$ cat src/logic/link_setup_consts.svh
// Constants of the link-setup and powered-device detection block.
// Assumes inclusion by the package and the modules of this block only.
//
// Behaviour
// - Auto-negotiation runs only while its enable bit set
// - Forced speed and duplex from control bits
// - Parallel detection picks speed without partner negotiation
// - Crossover and polarity correction enabled at reset
// - Crossover and polarity results shown as status
// - Forced-speed crossover when bit clear, negotiation off
// - Crossover resolves straight or swapped pair wiring
// - Force field: 10 straight, 11 crossed, 00 automatic
// - Low power idle used at 100 Mbps
// - Reduced-amplitude 10 Mbps transmitter when bit set
// - Strap inputs choose reference clock mode
// - Searching sends pulse pattern, status reads 00
// - Looped-back pulses set status 01
// - Detection sets sticky interrupt, read clears it
// - Timeout without loopback sets status 10
// - Status 10 ends detection, negotiation resumes
// - Link status set on link, cleared on failure
// - Link failure returns to detection mode
`ifndef LINK_SETUP_CONSTS_SVH
`define LINK_SETUP_CONSTS_SVH

// ----------------------------------------------------------------------
// Field codes
// ----------------------------------------------------------------------
`define PD_STAT_SEARCH   2'h0
`define PD_STAT_FOUND    2'h1
`define PD_STAT_TIMEOUT  2'h2
`define XOVER_FORCE_STR  2'h2
`define XOVER_FORCE_CRS  2'h3
`define XOVER_FORCE_AUTO 2'h0
`define SPEED_10         2'h0
`define SPEED_100        2'h1

// ----------------------------------------------------------------------
// Reset values and timing
// ----------------------------------------------------------------------
`define XOVER_EN_RST     1'h1
`define POL_EN_RST       1'h1
`define CLK_PERIOD_NS    25
`define PD_LIMIT_US      100000
`define PD_LIMIT_CYC     ((`PD_LIMIT_US * 1000) / `CLK_PERIOD_NS)
`define XOVER_DWELL_US   100
`define XOVER_DWELL_CYC  ((`XOVER_DWELL_US * 1000) / `CLK_PERIOD_NS)

`endif

$ cat src/logic/link_setup_pkg.sv
// Types of the link-setup block.
// Assumes the constants header sits beside it.
`include "link_setup_consts.svh"

package link_setup_pkg;

  // --------------------------------------------------------------------
  // Enumerations
  // --------------------------------------------------------------------
  typedef enum logic [1:0] {
    PD_OFF    = 2'h0,
    PD_SEARCH = 2'h1,
    PD_FOUND  = 2'h2
  } pd_state_type;

  typedef enum logic [1:0] {
    NEG_IDLE  = 2'h0,
    NEG_RUN   = 2'h1,
    NEG_LINK  = 2'h2
  } neg_state_type;

  typedef enum logic [1:0] {
    CLK_25_XTAL = 2'h0,
    CLK_25_EXT  = 2'h1,
    CLK_50_EXT  = 2'h2,
    CLK_125_EXT = 2'h3
  } clk_mode_type;

  // --------------------------------------------------------------------
  // Carriers
  // --------------------------------------------------------------------
  typedef struct packed {
    logic       aneg_en;
    logic       speed_lsb;
    logic       speed_msb;
    logic       full_duplex;
    logic       xover_en;
    logic       pol_en;
    logic       xover_forced_ok_n;
    logic [1:0] xover_force;
    logic       tx10_reduced;
    logic       pd_en;
  } ctrl_type;

  typedef struct packed {
    logic       energy;
    logic       flp_seen;
    logic       flp_echo;
    logic       link_good;
    logic       pol_bad_a;
    logic       pol_bad_b;
  } line_type;

  typedef struct packed {
    logic       crossed;
    logic       pol_inv_a;
    logic       pol_inv_b;
  } xover_type;

  typedef struct packed {
    logic       active;
    logic [1:0] det_status;
    logic       pd_irq;
    logic [$clog2(`PD_LIMIT_CYC + 1)-1:0] cnt;
    pd_state_type state;
  } pd_type;

  typedef struct packed {
    logic [1:0] cnt_sel;
    logic       crossed;
    logic       pol_inv_a;
    logic       pol_inv_b;
    logic [$clog2(`XOVER_DWELL_CYC + 1)-1:0] cnt;
  } xo_state_type;

endpackage

$ cat src/logic/link_setup.sv
// Top of the link-setup block.
// Assumes pin-level line indications and straps from outside the clock domain.
`timescale 1ns/1ps
`include "link_setup_consts.svh"

module link_setup #(
  parameter int PD_LIMIT_CYC    = `PD_LIMIT_CYC,
  parameter int XOVER_DWELL_CYC = `XOVER_DWELL_CYC
) (
  input  wire logic       CLK,
  input  wire logic       SYS_RST,
  input  wire logic       ANEG_EN,
  input  wire logic       SPEED_LSB,
  input  wire logic       SPEED_MSB,
  input  wire logic       FULL_DUPLEX,
  input  wire logic       XOVER_EN,
  input  wire logic       POL_EN,
  input  wire logic       XOVER_FORCED_OK_N,
  input  wire logic [1:0] XOVER_FORCE,
  input  wire logic       TX10_REDUCED,
  input  wire logic       PD_EN,
  input  wire logic       PD_IRQ_READ,
  input  wire logic       TX_IDLE,
  input  wire logic [1:0] REF_CLOCK_MODE_SELECT,
  input  wire logic       LINE_ENERGY,
  input  wire logic       LINE_FLP_SEEN,
  input  wire logic       LINE_FLP_ECHO,
  input  wire logic       LINE_LINK_GOOD,
  input  wire logic       LINE_POL_BAD_A,
  input  wire logic       LINE_POL_BAD_B,
  output logic            ANEG_ACTIVE,
  output logic [1:0]      SPEED,
  output logic            DUPLEX_FULL,
  output logic            PARALLEL_DETECTED,
  output logic            CROSSED,
  output logic            POL_INV_A,
  output logic            POL_INV_B,
  output logic            LPI_ACTIVE,
  output logic            TX10_LOW_AMP,
  output logic [1:0]      CLK_MODE,
  output logic            OSC_ON,
  output logic            PD_SEARCHING,
  output logic [1:0]      PD_STATUS,
  output logic            PD_IRQ,
  output logic            LINK_STATUS
);

  // --------------------------------------------------------------------
  // Parameter checks
  // --------------------------------------------------------------------
  initial begin
    if (PD_LIMIT_CYC < 1) $error("link_setup: PD_LIMIT_CYC below one");
    if (XOVER_DWELL_CYC < 1) $error("link_setup: XOVER_DWELL_CYC below one");
  end

  // --------------------------------------------------------------------
  // State record
  // --------------------------------------------------------------------
  typedef struct packed {
    logic [5:0]                    line_s1;
    logic [5:0]                    line_s2;
    logic [5:0]                    line_s3;
    logic [5:0]                    line_q;
    logic [1:0]                    refsel_s1;
    logic [1:0]                    refsel_s2;
    logic [1:0]                    refsel_s3;
    link_setup_pkg::neg_state_type neg;
    logic                          link_was_up;
    logic                          aneg_active;
    logic [1:0]                    speed;
    logic                          duplex_full;
    logic                          parallel;
    logic                          crossed;
    logic                          pol_inv_a;
    logic                          pol_inv_b;
    logic                          lpi;
    logic                          tx10_low;
    logic [1:0]                    clk_mode;
    logic                          osc_on;
    logic                          pd_searching;
    logic [1:0]                    pd_status;
    logic                          pd_irq;
    logic                          link_status;
    logic                          link_fail;
  } top_state_type;

  top_state_type s_reg;
  top_state_type s_next;

  link_setup_pkg::ctrl_type  ctrl;
  link_setup_pkg::line_type  line;
  link_setup_pkg::xover_type xo;
  link_setup_pkg::pd_type    pd;
  logic                      auto_ok;

  // Speed code from the two forced-speed bits
  function automatic logic [1:0] forced_speed(input logic msb, input logic lsb);
    forced_speed = {lsb, msb};
  endfunction

  // Accept a pin change once second and third stages agree
  function automatic logic [5:0] agree6(input logic [5:0] a, input logic [5:0] b,
                                        input logic [5:0] q);
    agree6 = (a & b) | (q & (a | b));
  endfunction

  assign ctrl.aneg_en           = ANEG_EN;
  assign ctrl.speed_lsb         = SPEED_LSB;
  assign ctrl.speed_msb         = SPEED_MSB;
  assign ctrl.full_duplex       = FULL_DUPLEX;
  assign ctrl.xover_en          = XOVER_EN;
  assign ctrl.pol_en            = POL_EN;
  assign ctrl.xover_forced_ok_n = XOVER_FORCED_OK_N;
  assign ctrl.xover_force       = XOVER_FORCE;
  assign ctrl.tx10_reduced      = TX10_REDUCED;
  assign ctrl.pd_en             = PD_EN;

  assign line = s_reg.line_q;

  // Auto crossover when enabled: with negotiation, or forced speed when allowed
  assign auto_ok = ctrl.xover_en &&
                   (ctrl.aneg_en || !ctrl.xover_forced_ok_n);

  // --------------------------------------------------------------------
  // Sub-blocks
  // --------------------------------------------------------------------
  pair_crossover #(
    .DWELL_CYC (XOVER_DWELL_CYC)
  ) u_xover (
    .clk          (CLK),
    .rst          (SYS_RST),
    .auto_allowed (auto_ok),
    .force_mode   (ctrl.xover_force),
    .pol_en       (ctrl.pol_en),
    .line         (line),
    .result       (xo)
  );

  pd_detect #(
    .LIMIT_CYC (PD_LIMIT_CYC)
  ) u_pd (
    .clk       (CLK),
    .rst       (SYS_RST),
    .enable    (ctrl.pd_en),
    .flp_echo  (line.flp_echo),
    .link_fail (s_reg.link_fail),
    .irq_read  (PD_IRQ_READ),
    .pd        (pd)
  );

  // --------------------------------------------------------------------
  // Next state
  // --------------------------------------------------------------------
  always_comb begin
    s_next = s_reg;
    s_next.line_s1 = {LINE_ENERGY, LINE_FLP_SEEN, LINE_FLP_ECHO,
                      LINE_LINK_GOOD, LINE_POL_BAD_A, LINE_POL_BAD_B};
    s_next.line_s2 = s_reg.line_s1;
    s_next.line_s3 = s_reg.line_s2;
    s_next.line_q  = agree6(s_reg.line_s2, s_reg.line_s3, s_reg.line_q);
    s_next.refsel_s1 = REF_CLOCK_MODE_SELECT;
    s_next.refsel_s2 = s_reg.refsel_s1;
    s_next.refsel_s3 = s_reg.refsel_s2;
    if (s_reg.refsel_s2 == s_reg.refsel_s3) begin
      s_next.clk_mode = s_reg.refsel_s3;
      s_next.osc_on   = (s_reg.refsel_s3 == link_setup_pkg::CLK_25_XTAL);
    end
    s_next.link_fail = 1'b0;

    // Negotiation waits while powered-device search holds the line
    case (s_reg.neg)
      link_setup_pkg::NEG_IDLE: begin
        s_next.aneg_active = 1'b0;
        if (ctrl.aneg_en && !pd.active) begin
          s_next.neg         = link_setup_pkg::NEG_RUN;
          s_next.aneg_active = 1'b1;
        end else if (!ctrl.aneg_en && line.link_good) begin
          s_next.neg = link_setup_pkg::NEG_LINK;
        end
      end
      link_setup_pkg::NEG_RUN: begin
        s_next.aneg_active = 1'b1;
        if (!ctrl.aneg_en || pd.active) begin
          s_next.neg         = link_setup_pkg::NEG_IDLE;
          s_next.aneg_active = 1'b0;
        end else if (line.link_good) begin
          s_next.neg = link_setup_pkg::NEG_LINK;
          if (!line.flp_seen) begin
            // Partner idles without pulses: fall back to speed sensing
            s_next.parallel    = 1'b1;
            s_next.speed       = line.energy ? `SPEED_100 : `SPEED_10;
            s_next.duplex_full = 1'b0;
          end else begin
            s_next.parallel    = 1'b0;
            s_next.speed       = `SPEED_100;
            s_next.duplex_full = 1'b1;
          end
        end
      end
      link_setup_pkg::NEG_LINK: begin
        if (!line.link_good) begin
          s_next.neg         = link_setup_pkg::NEG_IDLE;
          s_next.aneg_active = 1'b0;
          s_next.link_fail   = s_reg.link_was_up;
        end
      end
      default: begin
        s_next.neg = link_setup_pkg::NEG_IDLE;
      end
    endcase
    if (!ctrl.aneg_en) begin
      s_next.aneg_active = 1'b0;
      s_next.speed       = forced_speed(ctrl.speed_msb, ctrl.speed_lsb);
      s_next.duplex_full = ctrl.full_duplex;
      s_next.parallel    = 1'b0;
    end

    s_next.link_was_up = (s_reg.neg == link_setup_pkg::NEG_LINK);
    s_next.link_status = (s_reg.neg == link_setup_pkg::NEG_LINK) && line.link_good;

    s_next.crossed   = xo.crossed;
    s_next.pol_inv_a = xo.pol_inv_a;
    s_next.pol_inv_b = xo.pol_inv_b;

    s_next.lpi = s_reg.link_status && (s_reg.speed == `SPEED_100) && TX_IDLE;
    s_next.tx10_low = ctrl.tx10_reduced && (s_reg.speed == `SPEED_10);

    s_next.pd_searching = pd.active && (pd.state == link_setup_pkg::PD_SEARCH);
    s_next.pd_status    = pd.det_status;
    s_next.pd_irq       = pd.pd_irq;
  end

  // --------------------------------------------------------------------
  // Registers
  // --------------------------------------------------------------------
  always_ff @(posedge CLK or posedge SYS_RST) begin
    if (SYS_RST) begin
      s_reg <= '0;
    end else begin
      s_reg <= s_next;
    end
  end

  assign ANEG_ACTIVE       = s_reg.aneg_active;
  assign SPEED             = s_reg.speed;
  assign DUPLEX_FULL       = s_reg.duplex_full;
  assign PARALLEL_DETECTED = s_reg.parallel;
  assign CROSSED           = s_reg.crossed;
  assign POL_INV_A         = s_reg.pol_inv_a;
  assign POL_INV_B         = s_reg.pol_inv_b;
  assign LPI_ACTIVE        = s_reg.lpi;
  assign TX10_LOW_AMP      = s_reg.tx10_low;
  assign CLK_MODE          = s_reg.clk_mode;
  assign OSC_ON            = s_reg.osc_on;
  assign PD_SEARCHING      = s_reg.pd_searching;
  assign PD_STATUS         = s_reg.pd_status;
  assign PD_IRQ            = s_reg.pd_irq;
  assign LINK_STATUS       = s_reg.link_status;

endmodule

$ cat src/logic/pair_crossover.sv
// Crossover and polarity resolution of the two medium pairs.
// Assumes synchronised line indications on the same clock.
`timescale 1ns/1ps
`include "link_setup_consts.svh"

module pair_crossover #(
  parameter int DWELL_CYC = `XOVER_DWELL_CYC
) (
  input  wire logic                   clk,
  input  wire logic                   rst,
  input  wire logic                   auto_allowed,
  input  wire logic [1:0]             force_mode,
  input  wire logic                   pol_en,
  input  wire link_setup_pkg::line_type line,
  output link_setup_pkg::xover_type   result
);

  initial begin
    if (DWELL_CYC < 1 || DWELL_CYC > `XOVER_DWELL_CYC) $error("pair_crossover: bad DWELL_CYC");
  end

  link_setup_pkg::xo_state_type st_reg;
  link_setup_pkg::xo_state_type st_next;

  always_comb begin
    st_next = st_reg;
    case (force_mode)
      `XOVER_FORCE_STR: begin
        st_next.crossed = 1'b0;
        st_next.cnt     = '0;
      end
      `XOVER_FORCE_CRS: begin
        st_next.crossed = 1'b1;
        st_next.cnt     = '0;
      end
      default: begin
        // Toggle wiring guess until energy or a good link arrives on the receive pair
        if (auto_allowed && !line.energy && !line.link_good) begin
          if (st_reg.cnt == DWELL_CYC[$bits(st_reg.cnt)-1:0] - 1'b1) begin
            st_next.cnt     = '0;
            st_next.crossed = ~st_reg.crossed;
          end else begin
            st_next.cnt = st_reg.cnt + 1'b1;
          end
        end else begin
          st_next.cnt = '0;
        end
      end
    endcase
    if (pol_en && !line.link_good) begin
      st_next.pol_inv_a = line.pol_bad_a;
      st_next.pol_inv_b = line.pol_bad_b;
    end else if (!pol_en) begin
      st_next.pol_inv_a = 1'b0;
      st_next.pol_inv_b = 1'b0;
    end
    st_next.cnt_sel = force_mode;
  end

  always_ff @(posedge clk or posedge rst) begin
    if (rst) begin
      st_reg <= '0;
    end else begin
      st_reg <= st_next;
    end
  end

  assign result.crossed   = st_reg.crossed;
  assign result.pol_inv_a = st_reg.pol_inv_a;
  assign result.pol_inv_b = st_reg.pol_inv_b;

endmodule

$ cat src/logic/pd_detect.sv
// Legacy powered-device detection sequencer.
// Assumes line flags are synchronised to clk before they arrive.
`timescale 1ns/1ps
`include "link_setup_consts.svh"

module pd_detect #(
  parameter int LIMIT_CYC = `PD_LIMIT_CYC
) (
  input  wire logic           clk,
  input  wire logic           rst,
  input  wire logic           enable,
  input  wire logic           flp_echo,
  input  wire logic           link_fail,
  input  wire logic           irq_read,
  output link_setup_pkg::pd_type pd
);

  localparam int CW = $clog2(`PD_LIMIT_CYC + 1);

  initial begin
    if (LIMIT_CYC < 1 || LIMIT_CYC > `PD_LIMIT_CYC)
      $error("pd_detect: LIMIT_CYC out of range");
  end

  link_setup_pkg::pd_type pd_reg;
  link_setup_pkg::pd_type pd_next;

  always_comb begin
    pd_next = pd_reg;
    case (pd_reg.state)
      link_setup_pkg::PD_OFF: begin
        pd_next.active = 1'b0;
        pd_next.cnt    = '0;
        if (enable && (pd_reg.det_status != `PD_STAT_TIMEOUT || link_fail)) begin
          pd_next.state      = link_setup_pkg::PD_SEARCH;
          pd_next.det_status = `PD_STAT_SEARCH;
          pd_next.active     = 1'b1;
        end
      end
      link_setup_pkg::PD_SEARCH: begin
        pd_next.active = 1'b1;
        if (!enable) begin
          pd_next.state  = link_setup_pkg::PD_OFF;
          pd_next.active = 1'b0;
        end else if (flp_echo) begin
          pd_next.state      = link_setup_pkg::PD_FOUND;
          pd_next.det_status = `PD_STAT_FOUND;
        end else if (pd_reg.cnt == LIMIT_CYC[CW-1:0] - 1'b1) begin
          pd_next.state      = link_setup_pkg::PD_OFF;
          pd_next.det_status = `PD_STAT_TIMEOUT;
          pd_next.active     = 1'b0;
        end else begin
          pd_next.cnt = pd_reg.cnt + 1'b1;
        end
      end
      link_setup_pkg::PD_FOUND: begin
        pd_next.active = 1'b1;
        if (!enable) begin
          pd_next.state = link_setup_pkg::PD_OFF;
        end
      end
      default: begin
        pd_next.state = link_setup_pkg::PD_OFF;
      end
    endcase
    // Set beats the clearing read
    if (irq_read) pd_next.pd_irq = 1'b0;
    if (pd_reg.state == link_setup_pkg::PD_SEARCH && enable && flp_echo)
      pd_next.pd_irq = 1'b1;
  end

  always_ff @(posedge clk or posedge rst) begin
    if (rst) begin
      pd_reg <= '0;
    end else begin
      pd_reg <= pd_next;
    end
  end

  assign pd = pd_reg;

endmodule

$ cat config.mk
export PLATFORM = sky130hd
export DESIGN_NAME = link_setup
export DESIGN_NICKNAME = d
export VERILOG_FILES = /design/src/logic/link_setup_pkg.sv /design/src/logic/link_setup.sv /design/src/logic/pair_crossover.sv /design/src/logic/pd_detect.sv
export VERILOG_INCLUDE_DIRS = /design/src /design/src/logic
export SDC_FILE = /design/constraint.sdc
export NUM_CORES = 1
export LEC_CHECK = 0
export ABC_AREA = 1
export BUFFER_PORTS_ARGS = -buffer_cell sky130_fd_sc_hd__buf_2
export CAP_MARGIN = 15
export CORE_MARGIN = 4
export CORE_UTILIZATION = 44
export DETAILED_ROUTE_END_ITERATION = 10
export SLEW_MARGIN = 20
export SYNTH_ARGS = -nofsm -noshare
export SYNTH_HDL_FRONTEND = slang
export SYNTH_SLANG_ARGS = --single-unit
$ cat constraint.sdc
create_clock -name CLK -period 4.5 [get_ports CLK]
set_input_delay 0.675 -clock CLK [delete_from_list [all_inputs] [get_ports CLK]]
set_output_delay 0.675 -clock CLK [all_outputs]
set_load 0.005 [all_outputs]
# ---- Word-level counts from Yosys, hierarchy flattened
# Cells that the tools add are included.
dict set report op_classes {
  addsub 2
  eq_ne 27
  mux 46
  bitwise_logic 5
  n_reduce_logical 39
}
# operator count
set ops {}
lappend ops {{$mux 22} 3}
lappend ops {{$pmux 22 s2} 1}
lappend ops {{$mux 12} 3}
lappend ops {{$mux 2} 14}
lappend ops {{$add 22x1->22 const B} 1}
lappend ops {{$eq 22x22->1 const B} 1}
lappend ops {{$logic_and 1x1->1} 14}
lappend ops {{$ne 2x2->1 const B} 7}
lappend ops {{$add 12x1->12 const B} 1}
lappend ops {{$and 6x6->6} 2}
lappend ops {{$eq 12x12->1 const B} 1}
lappend ops {{$mux 1} 12}
lappend ops {{$mux 4} 3}
lappend ops {{$or 6x6->6} 2}
lappend ops {{$pmux 2 s3} 2}
lappend ops {{$mux 3} 3}
lappend ops {{$ne 3x3->1 const B} 3}
lappend ops {{$reduce_and 3->1} 3}
lappend ops {{$reduce_bool 3->1} 3}
lappend ops {{$eq 2x2->1 const B} 4}
lappend ops {{$logic_not 2->1} 4}
lappend ops {{$ne 2x1->1 const B} 4}
lappend ops {{$reduce_and 4->1} 2}
lappend ops {{$eq 2x1->1 const B} 3}
lappend ops {{14 further kinds} 23}
dict set report totals {
  register_bits 95
  input_bits 23
  out_inout_bits 18
}

# ---- Longest topological paths before layout
# Gate-level depths: netlist of run 1.
dict set report depth {
  ltp_word 7
  depth_mapped 10
}

# ---- By module
# A second synthesis of run 1 with hierarchy kept.
dict set report unflattened {
  cells_unflattened 555
  area_unflattened_um2 4724.5
}
# module n_inst cells_each area_per_inst_um2
set by_module_without_submodules {}
lappend by_module_without_submodules {pd_detect 1 310 2043.2}
lappend by_module_without_submodules {link_setup 1 142 1829.3}
lappend by_module_without_submodules {pair_crossover 1 103 852.1}

# ---- Least setup slack after synthesis of run 1
# No wires, ideal clock.
dict set report synth_path {
  kind {register -> register}
  from {register u_pd.pd_reg, in the netlist u_pd.pd[2]}
  to {register u_pd.pd_reg, in the netlist u_pd.pd[19]}
  setup_time_ns 0.074
  t_arrival_ns 1.575
  slack_ns 2.851
  path_stages_with_launch 9
  path_buffers 1
  synth_period_minus_slack_ns 1.649
  cell_sequence {dfrtp_1 > ha_1 > nand3_2 > nor2_4 > nand3_4 > a21oi_4 > buf_6 > nand2_1 > o21ai_2}
}
dict set report synth_via {
  elab_chain_cells 5
}
# item line_no
set synth_lines {}
lappend synth_lines {{from (decl)} pd_detect.sv:25} ;# link_setup_pkg::pd_type pd_reg;
lappend synth_lines {{from (signal assigned)} pd_detect.sv:76} ;# pd_reg <= pd_next;
lappend synth_lines {{$add 22x1->22} pd_detect.sv:53} ;# pd_next.cnt = pd_reg.cnt + 1'b1;
lappend synth_lines {{$mux 22} pd_detect.sv:48} ;# end else if (pd_reg.cnt == LIMIT_CYC[CW-1:0] - 1'b1) begin
lappend synth_lines {{$mux 22} pd_detect.sv:45} ;# end else if (flp_echo) begin
lappend synth_lines {{$mux 22} pd_detect.sv:42} ;# if (!enable) begin
lappend synth_lines {{$pmux 22 s2} pd_detect.sv:30} ;# case (pd_reg.state)
# Parallel ways exist; a longest one is shown, timed or not. The select of a mux whose other input is x is not followed.
# A chain may end at the register's enable or synchronous reset.

# ---- Worst setup path in the final report of run 1
dict set report layout_path {
  from {register u_pd.pd_reg, in the netlist u_pd.pd[2]}
  to {register u_pd.pd_reg, in the netlist u_pd.pd[18]}
}
# The elaborated chain is that of the path after synthesis.

==> metrics.csv, run 1 <==
metric,value,unit
outcome,"finished, final reports clean",
endpoint_kind,flip-flop,
htree_num_levels,3,
cts.sinks,95,
p_int,1390,uW
cpMaxStageDelayCell,a21oi_4,
syn_area_per_cell,8.80,um^2
grt_pass1_vias,3245,
antenna_found_initial,0,
slew_viol_final,0,
fp-row-count,36,
die_x,109,um
antenna_left,0,
rsz0062_at_grt,false,
switchingPower,762,uW
path_cells,"ha_1, nand3_2, nor2_4, nand3_4, a21oi_4, nand2_1, o21ai_2",
critPathKind,flip-flop to flip-flop,
clock_latency,360,ps
tns,0,ps
hold_class,flip-flop to flip-flop,
numCtsBuffers,9,
cts_resized,0,
ir_drop,0.378,mV
cp_max_fo,30,
cts_hold_buf,0,
port_buffers,40,
grt_max_degree,70,
fp.coreArea,9820,um^2
place_congestion,0.860,
die_area,11800,um^2
layout-drive-gt1-share,15.6,%
dr.pass1.iters,4,
final_cell_mix,"nand2_1 (137), dfrtp_1 (95), nor2_1 (71)",
syn_inst,508,
maxCapViolations,0,
hpwl,5860,um
ys_types,39,
io_pins,41,
critical_path_required,4790,ps
vias,3261,
area_growth,10.6,%
fillers,991,
post-route-period-util,52.7,%
syn-num-nets,540,
synth_seq_cells,95,
synth.yosys.seq_area_share,53.2,%
p_seq_share,47.6,%
cts_tree,done,
async_flop_share,100,%
finalHoldViolCount,0,
drc,0,
routed_via_density,4.77,
overflow,0,
drtIter0Drc,159,
postCtsSetupRepairBufs,0,
clk_pin_slew,100,ps
design_area,4940,um^2
ctsLongestPathBuffers,2,
p_comb_share,25.3,%
ys.flop_type,dfrtp_1,
yosysWarnings,0,
wl,8190,um
path_delay_family,compound AO/OA/AOI/OAI gates,
relSlewSlack,37.2,%
clock_power_share,27.1,%
slowest_delay,750,ps
skew,10.3,ps
netlist_area,4470,um^2
power_density,435,nW/um^2
leakagePower,0.00234,uW
p_sw_share,35.4,%
initial_utilization,45.5,%
layout_commonest_cell,nand2_1,
largest_register_ff_count,28,
placed_area,4740,um^2
grt_pass1_wl,14500,um
synth_edf_count,0,
setup_viol,0,
grt_use_total,15.2,%
fmax,422,MHz
die_y,109,um
timing.final.crit_period,2370,ps
fin_nets,578,
diodes,0,
tightest_slew,940,ps
cts_root_buffer,clkbuf_8,
routedWlPerCell,12.0,um
cp.arrival,2660,ps
startpoint_type,flip-flop,
cp_num_buf_inv,0,
[cells in the mapped netlist (4+ instances only)]
master	n	share of area, %
a21oi_1	8	0.90
buf_4	6	1.0
buf_6	4	1.0
dfrtp_1	95	53
ha_1	9	2.5
inv_1	51	4.3
maj3_1	6	1.3
nand2_1	137	12
nand2_2	8	1.1
nand3_1	30	3.4
nand4_1	4	0.56
nor2_1	71	6.0
nor3_1	6	0.67
nor3b_1	6	1.0
o21ai_0	14	1.6
o21ai_2	9	1.8
xnor2_1	4	0.78
xor2_1	12	2.4
[through the flow]
stage	worst slack, ps	cells	utilization [%]	power [uW]	hold WS [ps]
floorplan	1350	508	-	1500	331
global placement	2220	668	48.3	1580	334
detailed placement	2130	668	48.3	1600	335
CTS	2100	684	50.3	2190	358
global route	1830	684	50.3	2310	368
finish	2130	684	50.3	2150	354
[power groups by stage]
stage / clock network [uW] / registers, uW / logic (uW)
final: 583 / 1020 / 545
after global routing: 641 / 1040 / 633
after CTS: 608 / 1030 / 557
after detailed placement: 0 / 1040 / 554
after global placement: 0 / 1040 / 543
after floorplan: 0 / 1030 / 473
[logic make-up (layout without fill, tap and decap cells)]
family | Yosys count | count (layout) | synth area share (%)
AO/OA/AOI/OAI | 43 | 43 | 6.39
XOR/XNOR | 16 | 16 | 3.14
adder cells (fa/ha/maj) | 15 | 15 | 3.86
buffers and inverters | 66 | 109 | 6.75
flip-flops | 95 | 95 | 53.2
multiplexers | 2 | 2 | 0.504
AND/OR/NAND/NOR | 271 | 271 | 26.2
[worst paths after layout]
path | start | to | slack, ps | depth (start not counted)
setup / recovery | u_pd.pd[2]$_DFFE_PP0P_ | u_pd.pd[18]$_DFFE_PP0P_ | 2130 | 7
hold / removal | s_next[45]$_DFF_PP0_ | s_next[39]$_DFF_PP0_ | 350 | 0
setup reg to reg | u_pd.pd[2]$_DFFE_PP0P_ | u_pd.pd[18]$_DFFE_PP0P_ | 2130 | 7
hold reg to reg | s_next[45]$_DFF_PP0_ | s_next[39]$_DFF_PP0_ | 350 | 0
max in group asynchronous | SYS_RST | SPEED[0]$_DFFE_PP0P_ | 3150 | 3
min in group asynchronous | SYS_RST | u_pd.pd[9]$_DFFE_PP0P_ | 450 | 2
[final cells by class]
type,count,area (um^2),share of cell area (%)
timing repair buffer,41,208,4.20
clock inverter,6,76.3,1.54
clock buffer,10,128,2.58
multi-input combinational,347,1790,36.2
tap,133,166,3.37
sequential,95,2380,48.1
inverter,52,198,4.00
[metal layers]
layer | vias up | GRT usage, % | routed length, um
li1 | 1680 | - | -
met1 | 1510 | 19.8 | 3930
met2 | 62 | 25.6 | 3760
met3 | 9 | 3.37 | 385
met4 | 0 | 4.69 | 119
met5 | - | 0 | 0
Note: power is estimated with default switching activity, not from simulation.
==> run 2: changes to the inputs <==
Clock period 4.5 ns to 2.4 ns, I/O delays scaled along.
==> run 2 against run 1 <==
  * Worst hold slack got worse by 340 ps
  * Final area increased by 1.7%
  * First-iteration DRC count increased by 13%
  * Critical path type unchanged
  * Via count increased by 1.8%
  * Largest cell class unchanged
  * Highest routed layer unchanged
==> metrics.csv, run 2 (same netlist as run 1, synthesis figures left out) <==
metric,value,unit
outcome,"finished, final reports clean",
vias,3320,
worstSetupPathDepth,8,
wl,8310,um
cpMaxStageDelayCell,dfrtp_1,
layout-drive-gt1-share,16.4,%
clock_latency,360,ps
layout_commonest_cell,nand2_1,
cp-endpoint,u_pd.pd[18]$_DFFE_PP0P_,
diodes,0,
hold_class,primary input to async pin,
startpoint,u_pd.pd[2]$_DFFE_PP0P_,
endpoint_kind,flip-flop,
place_congestion,0.864,
finalHoldViolCount,0,
cts.sinks,95,
r2r-end,u_pd.pd[18]$_DFFE_PP0P_,
tightest_slew,528,ps
die_y,109,um
cp_num_buf_inv,1,
startpoint_type,flip-flop,
fillers,942,
post-route-period-util,78.1,%
path_delay_family,simple AND/OR/NAND/NOR gates,
htree_num_levels,3,
setup_viol,0,
skew,12.3,ps
r2r-start,u_pd.pd[2]$_DFFE_PP0P_,
timing.final.crit_period,1870,ps
drtIter0Drc,180,
drc,0,
antenna_left,0,
power_density,831,nW/um^2
fin_nets,582,
port_buffers,40,
postLayoutCoreUtil,51.2,%
slowest_delay,470,ps
dr.pass1.iters,5,
largest_register_ff_count,28,
initial_utilization,45.5,%
ir_drop,0.448,mV
die_x,109,um
numCtsBuffers,9,
tns,0,ps
grt_use_total,15.4,%
routedWlPerCell,12.1,um
cts_root_buffer,clkbuf_8,
clk_pin_slew,90,ps
fmax,533,MHz
fp.coreArea,9820,um^2
routed_via_density,4.83,
hpwl,6090,um
grt_pass1_vias,3181,
area_growth,12.5,%
cts_hold_buf,0,
path_cells,"ha_1, nand3_2, nor2_4, nand3_4, a21oi_4, buf_12, nand2_1, o21ai_2",
ctsLongestPathBuffers,2,
ff2ff_path_depth,8,
rsz0062_at_grt,false,
grt_max_degree,47,
die_area,11800,um^2
antenna_found_initial,0,
slew_viol_final,0,
cp_max_fo,30,
rrSetupSlack,530,ps
cp.arrival,2170,ps
leakagePower,0.00237,uW
critPathKind,flip-flop to flip-flop,
final_cell_mix,"nand2_1 (137), dfrtp_1 (95), nor2_1 (71)",
io_pins,41,
cts_resized,0,
postCtsSetupRepairBufs,0,
critical_path_required,2690,ps
cts_tree,done,
overflow,0,
maxCapViolations,0,
relSlewSlack,64.8,%
fp-row-count,36,
grt_pass1_wl,14400,um
total_power,4170,uW
-- run 2: final cells by class --
| cell class | count | area [um^2] | area share [%] |
|---|---|---|---|
| Multi-Input combinational cell | 347 | 1790 | 35.6 |
| Timing Repair Buffer | 45 | 275 | 5.48 |
| Tap cell | 133 | 166 | 3.31 |
| Clock inverter | 7 | 95.1 | 1.89 |
| Inverter | 52 | 199 | 3.96 |
| Clock buffer | 9 | 124 | 2.46 |
| Sequential cell | 95 | 2380 | 47.3 |
-- run 2: worst reg2reg max path, cell delays in order (launching register included) --
cell and delay, ps:
dfrtp_1 470, ha_1 310, nand3_2 170, nor2_4 210
nand3_4 120, a21oi_4 160, buf_12 220, nand2_1 90
o21ai_2 60
-- run 2: how the worst min path moves through the flow --
stage,start,slack [ps],endpoint,cells after the start
6_report,SYS_RST,20,s_next[40]$_DFF_PP0_,2
5_1_grt,SYS_RST,40,s_next[40]$_DFF_PP0_,2
4_1_cts,SYS_RST,10,u_xover.st_reg[7]$_DFF_PP0_,2
3_5_place_dp,s_next[40]$_DFF_PP0_,330,s_next[34]$_DFF_PP0_,0
3_3_place_gp,s_next[40]$_DFF_PP0_,330,s_next[34]$_DFF_PP0_,0
2_1_floorplan,s_next[24]$_DFF_PP0_,330,s_next[22]$_DFF_PP0_,0
-- run 2: routing by layer --
layer | GRT usage, % | wire (um) | up-vias
li1 | - | - | 1686
met1 | 20.2 | 4010 | 1560
met2 | 25.0 | 3820 | 63
met3 | 3.02 | 352 | 11
met4 | 6.49 | 125 | 0
met5 | 0 | 0 | -
-- run 2: report_power, final --
| group | leakage, uW | switching [uW] | internal [uW] |
|---|---|---|---|
| clock network | 0.000110 | 565 | 589 |
| logic | 0.00104 | 722 | 380 |
| registers | 0.00122 | 129 | 1790 |
-- run 2: per-stage QoR --
step	hold WS (ps)	setup slack (ps)	instances	instance area, um^2
floorplan	331	751	508	4470
global placement	333	623	672	4810
detailed placement	335	529	672	4810
CTS	9.70	508	688	5030
global route	40.0	363	688	5030
finish	18.5	526	688	5030
